===== config.mk =====
export PLATFORM = sky130hd
export DESIGN_NAME = bert_ctl
export DESIGN_NICKNAME = d
export VERILOG_FILES = /design/src/inc/bert_pkg.sv /design/src/logic/bert_ctl.sv /design/src/logic/pattern_lfsr.sv
export SDC_FILE = /design/constraint.sdc
export NUM_CORES = 1
export LEC_CHECK = 0
export BUFFER_PORTS_ARGS = -buffer_cell sky130_fd_sc_hd__buf_2
export CAP_MARGIN = 20
export CELL_PAD_IN_SITES_DETAIL_PLACEMENT = 2
export CELL_PAD_IN_SITES_GLOBAL_PLACEMENT = 2
export CORE_MARGIN = 4
export CORE_UTILIZATION = 45
export DETAILED_ROUTE_END_ITERATION = 10
export HOLD_SLACK_MARGIN = 0.15
export PLACE_DENSITY_LB_ADDON = 0.1
export SKIP_CTS_REPAIR_TIMING = 1
export SLEW_MARGIN = 20
export SYNTH_ARGS = -nofsm -noshare
export SYNTH_HDL_FRONTEND = slang
export SYNTH_SLANG_ARGS = --single-unit

===== constraint.sdc =====
create_clock -name clk -period 5.04 [get_ports clk]
set_clock_uncertainty 0.05 [all_clocks]
set_input_delay 1.008 -clock clk [delete_from_list [all_inputs] [get_ports clk]]
set_output_delay 1.008 -clock clk [all_outputs]
set_load 0.02 [all_outputs]

===== src/inc/bert_pkg.sv =====
// Constants shared by the pattern test control block and its shift register.
// Assumes one 200 MHz clock and an 8-bit register port.
package bert_pkg;

	// Register port widths
	localparam int ADDR_W = 8;
	localparam int DATA_W = 8;

	// Register indices
	localparam logic [7:0] OFS_PATTERN_TEST_CONTROL_STATUS = 8'h00;
	localparam logic [7:0] OFS_LOOP_CODE_CONTROL_RESERVED = 8'h01;
	localparam logic [7:0] OFS_TX_LOOP_CODE_RESERVED = 8'h02;
	localparam logic [7:0] OFS_PATH_SWAP = 8'h03;
	localparam logic [7:0] OFS_INT_STATUS = 8'h04;
	localparam logic [7:0] OFS_INT_CLEAR = 8'h05;
	localparam logic [7:0] OFS_INT_ENABLE = 8'h06;

	// Control and status field positions
	localparam int BIT_TX_FRAMER_SKIP = 0;
	localparam int BIT_RX_FRAMER_SKIP = 1;
	localparam int BIT_GENERATOR_ENABLE = 2;
	localparam int BIT_CHECKER_ENABLE = 3;
	localparam int BIT_CHECKER_LOCK_STATUS = 4;
	localparam int BIT_DATA_INVERT = 5;
	localparam int BIT_SINGLE_ERROR_INJECT = 6;
	localparam int BIT_PATTERN_TYPE_SELECT = 7;
	localparam int BIT_PATH_SWAP = 0;

	// Interrupt status layout
	localparam int INT_W = 3;
	localparam int INT_LOCK_GAINED = 0;
	localparam int INT_LOCK_LOST = 1;
	localparam int INT_BIT_ERROR = 2;

	// Reset values
	localparam logic [7:0] CTL_RESET = 8'h00;
	localparam logic [INT_W-1:0] INT_RESET = 3'h0;

	// Pattern shift register geometry
	localparam int LFSR_W = 20;
	localparam int PRBS15_LEN = 15;
	localparam int PRBS15_TAP = 14;
	localparam int QRTS_LEN = 20;
	localparam int QRTS_TAP = 17;
	localparam int QRTS_ZERO_RUN = 14;

	// Timing
	localparam longint CLK_HZ = 200000000;
	localparam longint BIT_RATE_HZ = 2048000;
	localparam int BIT_DIV = int'(CLK_HZ / BIT_RATE_HZ);
	localparam int LOCK_MATCHES = 32;
	localparam int LOSS_WINDOW = 64;
	localparam int LOSS_ERRORS = 6;

endpackage


===== src/logic/bert_ctl.sv =====
// Pattern test generator and checker control with framer bypass enables.
// Assumes serial pins from the line and backplane are asynchronous to clk.
//
// Decided for this implementation: the register offsets and the strobed register port.
`timescale 1ns/1ps
module bert_ctl
#(
	parameter int BIT_DIV_P = bert_pkg::BIT_DIV,
	parameter int LOCK_MATCHES_P = bert_pkg::LOCK_MATCHES,
	parameter int LOSS_WINDOW_P = bert_pkg::LOSS_WINDOW,
	parameter int LOSS_ERRORS_P = bert_pkg::LOSS_ERRORS
)
(
	// Clock and reset
	input wire logic clk,
	input wire logic rst_b,
	// Register port
	input wire logic [bert_pkg::ADDR_W-1:0] addr,
	input wire logic [bert_pkg::DATA_W-1:0] wdata,
	input wire logic wr,
	input wire logic rd,
	output logic [bert_pkg::DATA_W-1:0] rdata,
	// Interrupt
	output logic irq,
	// Line receive pins
	input wire logic line_rx_bit,
	input wire logic line_rx_strobe,
	// Transmit backplane pins
	input wire logic bp_tx_bit,
	input wire logic bp_tx_strobe,
	// Line transmit
	output logic line_tx_bit,
	output logic line_tx_strobe,
	// Receive backplane
	output logic bp_rx_bit,
	output logic bp_rx_strobe,
	// Framer bypass levels
	output logic rx_framer_skip,
	output logic tx_framer_skip
);
	import bert_pkg::*;

	localparam int DIV_W = $clog2(BIT_DIV_P + 1);
	localparam int CNT_W = $clog2(LOSS_WINDOW_P + LOCK_MATCHES_P + 1);

	logic [7:0] ctl_q, ctl_view;
	logic [INT_W-1:0] int_st_q, int_en_q, int_ev;
	logic [DATA_W-1:0] rdata_q;
	logic [3:0] meta_q, sync_q;
	logic [1:0] strobe_prev_q;
	logic [DIV_W-1:0] div_q;
	logic [CNT_W-1:0] match_q, win_q, errs_q;
	logic swap_q, irq_q, err_pend_q, lock_q;
	logic line_tx_bit_q, line_tx_strobe_q, bp_rx_bit_q, bp_rx_strobe_q;
	logic ctl_wr, tick, gen_en, chk_en, qrts, inv;
	logic line_rx_step, bp_tx_step, gen_bit, gen_step, err_rise;
	logic chk_src_bit, chk_src_step, chk_in, chk_pred, chk_step, chk_err;
	assign ctl_wr = wr && (addr == OFS_PATTERN_TEST_CONTROL_STATUS);
	assign gen_en = ctl_q[BIT_GENERATOR_ENABLE];
	assign chk_en = ctl_q[BIT_CHECKER_ENABLE];
	assign qrts = ctl_q[BIT_PATTERN_TYPE_SELECT];
	assign inv = ctl_q[BIT_DATA_INVERT];

	// Control register; lock bit position is never stored here
	always_ff @(posedge clk or negedge rst_b)
	begin
		if (!rst_b)
			ctl_q <= CTL_RESET;
		else if (ctl_wr)
			ctl_q <= wdata & ~(8'h01 << BIT_CHECKER_LOCK_STATUS);
	end

	always_ff @(posedge clk or negedge rst_b)
	begin
		if (!rst_b)
			swap_q <= 1'b0;
		else if (wr && (addr == OFS_PATH_SWAP))
			swap_q <= wdata[BIT_PATH_SWAP];
	end

	always_ff @(posedge clk or negedge rst_b)
	begin
		if (!rst_b)
			int_en_q <= INT_RESET;
		else if (wr && (addr == OFS_INT_ENABLE))
			int_en_q <= wdata[INT_W-1:0];
	end

	// Set wins over a clear in the same cycle
	always_ff @(posedge clk or negedge rst_b)
	begin
		if (!rst_b)
			int_st_q <= INT_RESET;
		else if (wr && (addr == OFS_INT_CLEAR))
			int_st_q <= (int_st_q & ~wdata[INT_W-1:0]) | int_ev;
		else
			int_st_q <= int_st_q | int_ev;
	end

	always_ff @(posedge clk or negedge rst_b)
	begin
		if (!rst_b)
			irq_q <= 1'b0;
		else
			irq_q <= |(int_st_q & int_en_q);
	end

	// lock in bit 4; a disabled checker never shows lock
	assign ctl_view = ctl_q | (8'(lock_q && chk_en) << BIT_CHECKER_LOCK_STATUS);

	always_ff @(posedge clk or negedge rst_b)
	begin
		if (!rst_b)
			rdata_q <= '0;
		else if (!rd)
			rdata_q <= '0;
		else
			case (addr)
				OFS_PATTERN_TEST_CONTROL_STATUS: rdata_q <= ctl_view;
				OFS_PATH_SWAP: rdata_q <= {7'h00, swap_q};
				OFS_INT_STATUS: rdata_q <= {5'h00, int_st_q};
				OFS_INT_ENABLE: rdata_q <= {5'h00, int_en_q};
				default: rdata_q <= '0;
			endcase
	end

	// Pins cross into clk through two flops
	always_ff @(posedge clk or negedge rst_b)
	begin
		if (!rst_b)
		begin
			meta_q <= '0;
			sync_q <= '0;
			strobe_prev_q <= '0;
		end
		else
		begin
			meta_q <= {bp_tx_strobe, bp_tx_bit, line_rx_strobe, line_rx_bit};
			sync_q <= meta_q;
			strobe_prev_q <= {sync_q[3], sync_q[1]};
		end
	end

	assign line_rx_step = sync_q[1] && !strobe_prev_q[0];
	assign bp_tx_step = sync_q[3] && !strobe_prev_q[1];

	// Generator bit rate; divider rounds down so it runs slightly fast
	always_ff @(posedge clk or negedge rst_b)
	begin
		if (!rst_b)
			div_q <= '0;
		else if (div_q == DIV_W'(BIT_DIV_P - 1))
			div_q <= '0;
		else
			div_q <= div_q + DIV_W'(1);
	end

	assign tick = (div_q == DIV_W'(BIT_DIV_P - 1));
	assign gen_step = gen_en && tick;

	pattern_lfsr u_gen
	(
		.clk(clk),
		.rst_b(rst_b),
		.step(gen_step),
		.qrts(qrts),
		.self_sync(1'b0),
		.rx_bit(1'b0),
		.out_bit(gen_bit)
	);

	assign err_rise = ctl_wr && wdata[BIT_SINGLE_ERROR_INJECT]
		&& !ctl_q[BIT_SINGLE_ERROR_INJECT] && gen_en;

	always_ff @(posedge clk or negedge rst_b)
	begin
		if (!rst_b)
			err_pend_q <= 1'b0;
		else if (err_rise)
			err_pend_q <= 1'b1;
		else if (gen_step || !gen_en)
			err_pend_q <= 1'b0;
	end

	// pattern toward line when not swapped
	always_ff @(posedge clk or negedge rst_b)
	begin
		if (!rst_b)
		begin
			line_tx_bit_q <= 1'b0;
			line_tx_strobe_q <= 1'b0;
		end
		else if (gen_en && !swap_q)
		begin
			line_tx_strobe_q <= gen_step;
			if (gen_step)
				line_tx_bit_q <= gen_bit ^ inv ^ err_pend_q;
		end
		else
		begin
			line_tx_strobe_q <= bp_tx_step;
			if (bp_tx_step)
				line_tx_bit_q <= sync_q[2];
		end
	end

	// pattern to receive backplane when swapped
	always_ff @(posedge clk or negedge rst_b)
	begin
		if (!rst_b)
		begin
			bp_rx_bit_q <= 1'b0;
			bp_rx_strobe_q <= 1'b0;
		end
		else if (gen_en && swap_q)
		begin
			bp_rx_strobe_q <= gen_step;
			if (gen_step)
				bp_rx_bit_q <= gen_bit ^ inv ^ err_pend_q;
		end
		else
		begin
			bp_rx_strobe_q <= line_rx_step;
			if (line_rx_step)
				bp_rx_bit_q <= sync_q[0];
		end
	end

	assign chk_src_bit = swap_q ? sync_q[2] : sync_q[0];
	assign chk_src_step = swap_q ? bp_tx_step : line_rx_step;
	assign chk_in = chk_src_bit ^ inv;
	assign chk_step = chk_en && chk_src_step;
	assign chk_err = chk_step && (chk_in != chk_pred);

	pattern_lfsr u_chk
	(
		.clk(clk),
		.rst_b(rst_b),
		.step(chk_step),
		.qrts(qrts),
		.self_sync(1'b1),
		.rx_bit(chk_in),
		.out_bit(chk_pred)
	);

	always_ff @(posedge clk or negedge rst_b)
	begin
		if (!rst_b)
		begin
			lock_q <= 1'b0;
			match_q <= '0;
			win_q <= '0;
			errs_q <= '0;
		end
		else if (!chk_en)
		begin
			lock_q <= 1'b0;
			match_q <= '0;
			win_q <= '0;
			errs_q <= '0;
		end
		else if (chk_step && !lock_q)
		begin
			if (chk_err)
				match_q <= '0;
			else if (match_q == CNT_W'(LOCK_MATCHES_P - 1))
			begin
				lock_q <= 1'b1;
				match_q <= '0;
				win_q <= '0;
				errs_q <= '0;
			end
			else
				match_q <= match_q + CNT_W'(1);
		end
		else if (chk_step)
		begin
			// Lock drops on too many errors inside one window
			if (chk_err && (errs_q == CNT_W'(LOSS_ERRORS_P - 1)))
			begin
				lock_q <= 1'b0;
				win_q <= '0;
				errs_q <= '0;
			end
			else if (win_q == CNT_W'(LOSS_WINDOW_P - 1))
			begin
				win_q <= '0;
				errs_q <= '0;
			end
			else
			begin
				win_q <= win_q + CNT_W'(1);
				errs_q <= errs_q + CNT_W'(chk_err);
			end
		end
	end

	// Interrupt events
	always_comb
	begin
		int_ev = '0;
		int_ev[INT_LOCK_GAINED] = chk_step && !lock_q && !chk_err
			&& (match_q == CNT_W'(LOCK_MATCHES_P - 1));
		int_ev[INT_LOCK_LOST] = chk_step && lock_q && chk_err
			&& (errs_q == CNT_W'(LOSS_ERRORS_P - 1));
		int_ev[INT_BIT_ERROR] = chk_err && lock_q;
	end

	assign rdata = rdata_q;
	assign irq = irq_q;
	assign line_tx_bit = line_tx_bit_q;
	assign line_tx_strobe = line_tx_strobe_q;
	assign bp_rx_bit = bp_rx_bit_q;
	assign bp_rx_strobe = bp_rx_strobe_q;
	assign rx_framer_skip = ctl_q[BIT_RX_FRAMER_SKIP];
	assign tx_framer_skip = ctl_q[BIT_TX_FRAMER_SKIP];

endmodule


===== src/logic/pattern_lfsr.sv =====
// Shift register for the test pattern, used as generator or self-synchronising checker.
// Assumes step is a one-cycle pulse on the block clock.
`timescale 1ns/1ps
module pattern_lfsr
(
	// Clock and reset
	input wire logic clk,
	input wire logic rst_b,
	// Control
	input wire logic step,
	input wire logic qrts,
	input wire logic self_sync,
	input wire logic rx_bit,
	// Pattern bit due at the next step
	output logic out_bit
);
	import bert_pkg::*;

	logic [LFSR_W-1:0] state_q;
	logic fb;
	logic suppress;

	always_comb
	begin
		if (qrts)
			fb = state_q[QRTS_LEN-1] ^ state_q[QRTS_TAP-1];
		else
			fb = state_q[PRBS15_LEN-1] ^ state_q[PRBS15_TAP-1];
		// Long zero runs are forced to one in the quasi-random signal
		suppress = qrts && (state_q[QRTS_ZERO_RUN-1:0] == '0);
		out_bit = fb | suppress;
	end

	// Checker loads the line so it aligns without a separate search
	always_ff @(posedge clk or negedge rst_b)
	begin
		if (!rst_b)
			state_q <= '1;
		else if (step)
			state_q <= {state_q[LFSR_W-2:0], (self_sync && !suppress) ? rx_bit : fb};
	end

endmodule


Word level (Yosys, flattened, before mapping)
Index checks and enable logic that the tools add are counted.
- $add $sub $neg: 4
- reductions and logical operators: 44
- equality and inequality tests: 16
- muxes and demuxes: 40
- bitwise operators: 15
- operator list (cell ; number):
    2-to-1 mux 7 bit ; 17
    case mux 8 bit (4 select lines) ; 1
    logical NOT 14 bit ; 2
    logical AND 1 bit ; 25
    equality test 8 x 3 -> 1 bit (second input constant) ; 3
    adder 7 x 1 -> 7 bit (second input constant) ; 3
    2-to-1 mux 1 bit ; 20
    equality test 8 x 2 -> 1 bit (second input constant) ; 1
    logical NOT 8 bit ; 1
    2-to-1 mux 8 bit ; 1
    bitwise OR 8 x 5 -> 8 bit ; 1
    adder 7 x 1 -> 7 bit ; 1
    equality test 7 x 3 -> 1 bit (second input constant) ; 1
    equality test 7 x 5 -> 1 bit (second input constant) ; 1
    equality test 7 x 6 -> 1 bit (second input constant) ; 1
    equality test 7 bit (second input constant) ; 1
    logical NOT 1 bit ; 7
    bitwise XOR 1 bit ; 7
    AND 3 bit ; 2
    inequality test 3 x 1 -> 1 bit (second input constant) ; 2
    bitwise OR 3 bit ; 2
    nonzero test 2 bit ; 3
    inequality test 2 bit (second input constant) ; 2
    AND reduction 2 bit ; 2
    11 further kinds ; 12
- bits in registers: 107
- output and inout bits: 15
- bits of input ports: 24

Logic depth before layout (Yosys ltp)
- depth after elaboration: 11
- gate-level depth with buffers: 12
- mapped depth without buffers: 11

By module
A second synthesis with hierarchy kept.
- cells, all modules: 392
- area total of the unflattened synthesis: 4859.7 um2
- by module, submodules not included (module ; cells each ; times used ; area an instance (um2)):
    bert_ctl ; 282 ; 1 ; 3160.5
    pattern_lfsr ; 55 ; 2 ; 849.6

Worst setup path before layout
Ideal clock, no wire load.
- kind: register to register
- start: register swap_q
- end: register errs_q[6]
- cell stages (with the launch flop): 12
- setup time: 0.121 ns
- data arrival time: 2.422 ns
- required time: 4.869 ns
- period minus slack after synthesis: 2.593 ns
- path slack: 2.447 ns
- path buffers: 1
- path through: dfrtp_1 -> buf_4 -> mux2i_4 -> xor2_1 -> xnor2_2 -> and2_1 -> ha_1 -> ha_1 -> and3_2 -> and3_1 -> nor2b_1 -> a22o_1
- longest elaborated chain between the ends: 10
- elaborated cells between the ends (all ways): 18
- ends and longest elaborated chain (what ; line ; RTL):
    start: declaration ; bert_ctl.sv:53 ; logic swap_q, irq_q, err_pend_q, lock_q;
    start signal: assignment ; bert_ctl.sv:78 ; swap_q <= wdata[BIT_PATH_SWAP];
    2-to-1 mux 1 bit ; bert_ctl.sv:229 ; assign chk_src_bit = swap_q ? sync_q[2] : sync_q[0];
    bitwise XOR 1 bit ; bert_ctl.sv:231 ; assign chk_in = chk_src_bit ^ inv;
    inequality test 1 bit ; bert_ctl.sv:233 ; assign chk_err = chk_step && (chk_in != chk_pred);
    logical AND 1 bit ; bert_ctl.sv:233 ;
    adder 7 x 1 -> 7 bit ; bert_ctl.sv:293 ; errs_q <= errs_q + CNT_W'(chk_err);
    2-to-1 mux 7 bit ; bert_ctl.sv:285 ; else if (win_q == CNT_W'(LOSS_WINDOW_P - 1))
    2-to-1 mux 7 bit ; bert_ctl.sv:279 ; if (chk_err && (errs_q == CNT_W'(LOSS_ERRORS_P - 1)))
    2-to-1 mux 7 bit ; bert_ctl.sv:276 ; else if (chk_step)
    2-to-1 mux 7 bit ; bert_ctl.sv:262 ; else if (chk_step && !lock_q)
    2-to-1 mux 7 bit ; bert_ctl.sv:255 ; else if (!chk_en)
    end signal: assignment ; bert_ctl.sv:293 ;
    end: declaration ; bert_ctl.sv:52 ; logic [CNT_W-1:0] match_q, win_q, errs_q;
Several ways; a longest one is shown, not always the timed one. The select of a mux whose other input is x is not followed.
A chain may end at the register's enable or synchronous reset.

Worst setup path in the final report
- start: register ctl_q[7]
- end: register errs_q[6]
- longest elaborated chain between the ends: 10
- elaborated cells between the ends (all ways): 14
- ends and longest elaborated chain (what ; line ; RTL):
    start: declaration ; bert_ctl.sv:46 ; logic [7:0] ctl_q, ctl_view;
    start signal: assignment ; bert_ctl.sv:70 ; ctl_q <= wdata & ~(8'h01 << BIT_CHECKER_LOCK_STATUS);
    2-to-1 mux 1 bit / logical AND 1 bit (equally long branches) ; pattern_lfsr.sv:25, pattern_lfsr.sv:30 ;
    bitwise OR 1 bit (*) ; pattern_lfsr.sv:31 ; out_bit = fb | suppress;
    inequality test 1 bit (*) ; bert_ctl.sv:233 ;
    logical AND 1 bit (*) ; bert_ctl.sv:233 ;
    adder 7 x 1 -> 7 bit ; bert_ctl.sv:293 ;
    2-to-1 mux 7 bit ; bert_ctl.sv:285 ;
    2-to-1 mux 7 bit ; bert_ctl.sv:279 ;
    2-to-1 mux 7 bit ; bert_ctl.sv:276 ;
    2-to-1 mux 7 bit ; bert_ctl.sv:262 ;
    2-to-1 mux 7 bit ; bert_ctl.sv:255 ;
Every way passes the cells marked *; elsewhere a longest branch is shown, timed or not. The select of a mux whose other input is x is not followed.

==> results.py <==
metrics = {
    "clock_tree": {
        "cts_buffers": 9,
        "clockBufferDepth": 2,
        "clk_pin_slew_ps": 100,
        "cts_tree": "yes",
        "htree_levels": 3,
        "clkSinkCount": 107,
        "insertion_delay_ps": 370,
        "cts_root_buf": "clkbuf_8",
    },
    "floorplanning": {
        "rows": 37,
        "dieWidth_um": 112,
        "die_h_um": 112,
        "initial_utilization_pct": 46.7,
        "core_area_sq_um": 10500,
        "die-area_sq_um": 12600,
        "pin_count": 39,
    },
    "outcome": {
        "outcome": "finished clean",
    },
    "sta": {
        "fin_tns_setup_ps": 0,
        "finalSetupViolCount": 0,
        "period_share_pct": 64.2,
        "fin_hold_ws_ps": 306,
        "slew_viol_final": 0,
        "hold_viol": 0,
        "fmax_mhz": 309,
        "relSlewSlack_pct": 23.9,
        "period_needed_ps": 3240,
        "tightest_slew_ps": 1130,
        "rsz0062_at_grt": "false",
    },
    "pwr": {
        "combPwrFrac_pct": 6.7,
        "sw_frac_of_total_pct": 24.1,
        "power_frac_clock_pct": 33.7,
        "powerDensity_nw_per_um2": 279,
        "p_leak_nw": 2.45,
        "intPower_w": 0.00114,
        "p_sw_w": 0.000361,
        "seq_power_share_pct": 59.6,
        "ir_worst_vdd_v": 0.000150,
    },
    "layout": {
        "fill_cells": 1026,
        "areaGrowthSynthToFinish_pct": 9.97,
        "final_util_pct": 51.3,
        "antenna_cells": 0,
        "nNetsFinal": 447,
        "drive_gt1_share_pct": 39.9,
    },
    "detailed_routing": {
        "wire_per_inst_um": 19.4,
        "drtIter0Drc": 105,
        "drt-pass1-iter-count": 4,
        "antenna_left": 0,
        "num_vias": 3183,
        "wl_um": 10800,
        "drc": 0,
        "viasPerCell": 5.71,
    },
    "grt": {
        "antenna_found_initial": 0,
        "grt_pass1_vias": 3491,
        "grt_use_total_pct": 18.5,
        "grt_pass1_wl_um": 18600,
        "overflow": 0,
        "grt_max_degree": 59,
    },
    "worst_setup_path": {
        "required_ps": 5300,
        "criticalPathCategory": "reg2reg",
        "start_kind": "register",
        "critPathLaunch": "ctl_q[7]",
        "r2r_start": "ctl_q[7]",
        "path_max_fanout": 10,
        "endpoint_kind": "register",
        "arrival_ps": 3500,
    },
    "synth": {
        "ys.flop_type": "dfrtp_1",
        "syn_area_per_cell_sq_um": 12.9,
        "yosysWarningCount": 0,
        "yosysUniqueCellTypes": 55,
        "synth_nets": 410,
        "synth_mux_area_share_pct": 14.9,
        "ys_ff_latch": 107,
        "synthSimpleGateAreaFrac_pct": 13.6,
        "synthCells": 379,
        "synth_top_family_by_area": "multiplexers",
        "synth_edf_count": 0,
        "yosysSeqAreaShare_pct": 55.9,
        "synth-async-reset-ratio_pct": 100,
        "synth-compound-area-share_pct": 9.15,
        "post_synth_fa_ha_maj_area_fraction_pct": 1.79,
        "syn_area_sq_um": 4880,
        "synth_xor_area_share_pct": 3.02,
    },
    "place": {
        "finalWeightedCongestion": 0.728,
        "io_buffers": 37,
        "hpwl_um": 7920,
    },
    "worst_hold_path": {
        "hold_path.class": "reg2reg",
        "hold_path_startpoint": "meta_q[1]",
    },
    "flow_run": {
        "maxCapViolCount": 0,
    },
}
final timing paths:
kind,endpoint,slack [ps],cells past startpoint
max,errs_q[6],1800,11
min,sync_q[1],310,0
max reg2reg,errs_q[6],1800,11
min reg2reg,sync_q[1],310,0
max in group asynchronous,u_gen.state_q[17],3220,2
min in group asynchronous,rdata[1],630,1
kinds of logic (layout without fill, tap and decap cells):
logic type	after synthesis	after routing
compound gates	55	55
xor+xnor	16	16
fa+ha+maj	7	7
buf+inv	15	57
flops	107	107
mux	64	64
simple gates	115	115
per-stage QoR:
| step | setup slack (ps) | instance area [sq um] | instances | total power (W) |
|---|---|---|---|---|
| 2_1_floorplan | 2450 | 4880 | 379 | 0.000960 |
| 5_1_grt | 1580 | 5370 | 557 | 0.00158 |
| 3_5_place_dp | 1820 | 5180 | 541 | 0.00101 |
| 6_report | 1800 | 5370 | 557 | 0.00150 |
| 4_1_cts | 1780 | 5370 | 557 | 0.00153 |
| 3_3_place_gp | 1970 | 5180 | 541 | 0.00100 |
power groups by stage:
stage	sequential (W)	combinational, W	clock [W]
after floorplan	0.000907	0.0000527	0
after global placement	0.000907	0.0000965	0
after detailed placement	0.000909	0.000102	0
after CTS	0.000893	0.000103	0.000529
after global routing	0.000896	0.000113	0.000568
final	0.000893	0.000100	0.000505
final cells by class:
cell class	instances	area, sq um	share of cell area (%)
clock buffers	12	166	3.10
well taps	136	170	3.17
clock inverters	4	21.3	0.396
inverters	3	11.3	0.210
multi-input cells	257	2080	38.7
repair buffers	38	195	3.64
flip-flops and latches	107	2730	50.8
Yosys cell counts, types with 7 or more instances:
library cell | number | area, sq um
ha_1 | 7 | 87.6
nor4_1 | 7 | 43.8
dfstp_2 | 40 | 1050
dfrtp_1 | 67 | 1680
nand2_1 | 23 | 86.3
xnor2_1 | 12 | 105
nand3_1 | 11 | 55.1
a22o_1 | 15 | 131
nor2_1 | 14 | 52.6
o31ai_1 | 9 | 67.6
nor2b_1 | 12 | 75.1
mux2_2 | 60 | 676
and3_1 | 13 | 81.3
layout by cell type, fill, tap and decap left out, drive strengths merged, types with 9 or more instances in the layout:
master  synthesis  layout
dfrtp          67      67
mux2           60      60
dfstp          40      40
buf             8      38
nand2          24      24
a22o           16      16
and3           15      15
nor2           14      14
xnor2          13      13
nor2b          12      12
clkbuf          4      12
nand3          11      11
o31ai           9       9
sequential cells by signal, summed over array words and instances, names as in the netlist, 2 cells and up:
signal and count:
u_chk.state_q 20, u_gen.state_q 20, rdata 8, ctl_q 7, div_q 7, errs_q 7
match_q 7, win_q 7, meta_q 4, sync_q 4, int_en_q 3, int_st_q 3
strobe_prev_q 2
critical path: stages (launching register included):
cell and delay, ps:
dfrtp_1 580, nor4b_2 340, nand4_1 240, nand2_1 240
xnor2_2 190, and2_1 260, ha_1 200, ha_1 200
and3_2 240, and3_1 190, o31ai_1 230, a22o_1 200
metal layers:
metal	vias to the layer above	global-route usage [%]	share of wire, %
li1	1468	-	-
met1	1659	22.9	44
met2	43	32.9	52
met3	13	3.67	3.0
met4	0	5.29	1.3
met5	-	0	0
Note: power is estimated with default switching activity, not from simulation.
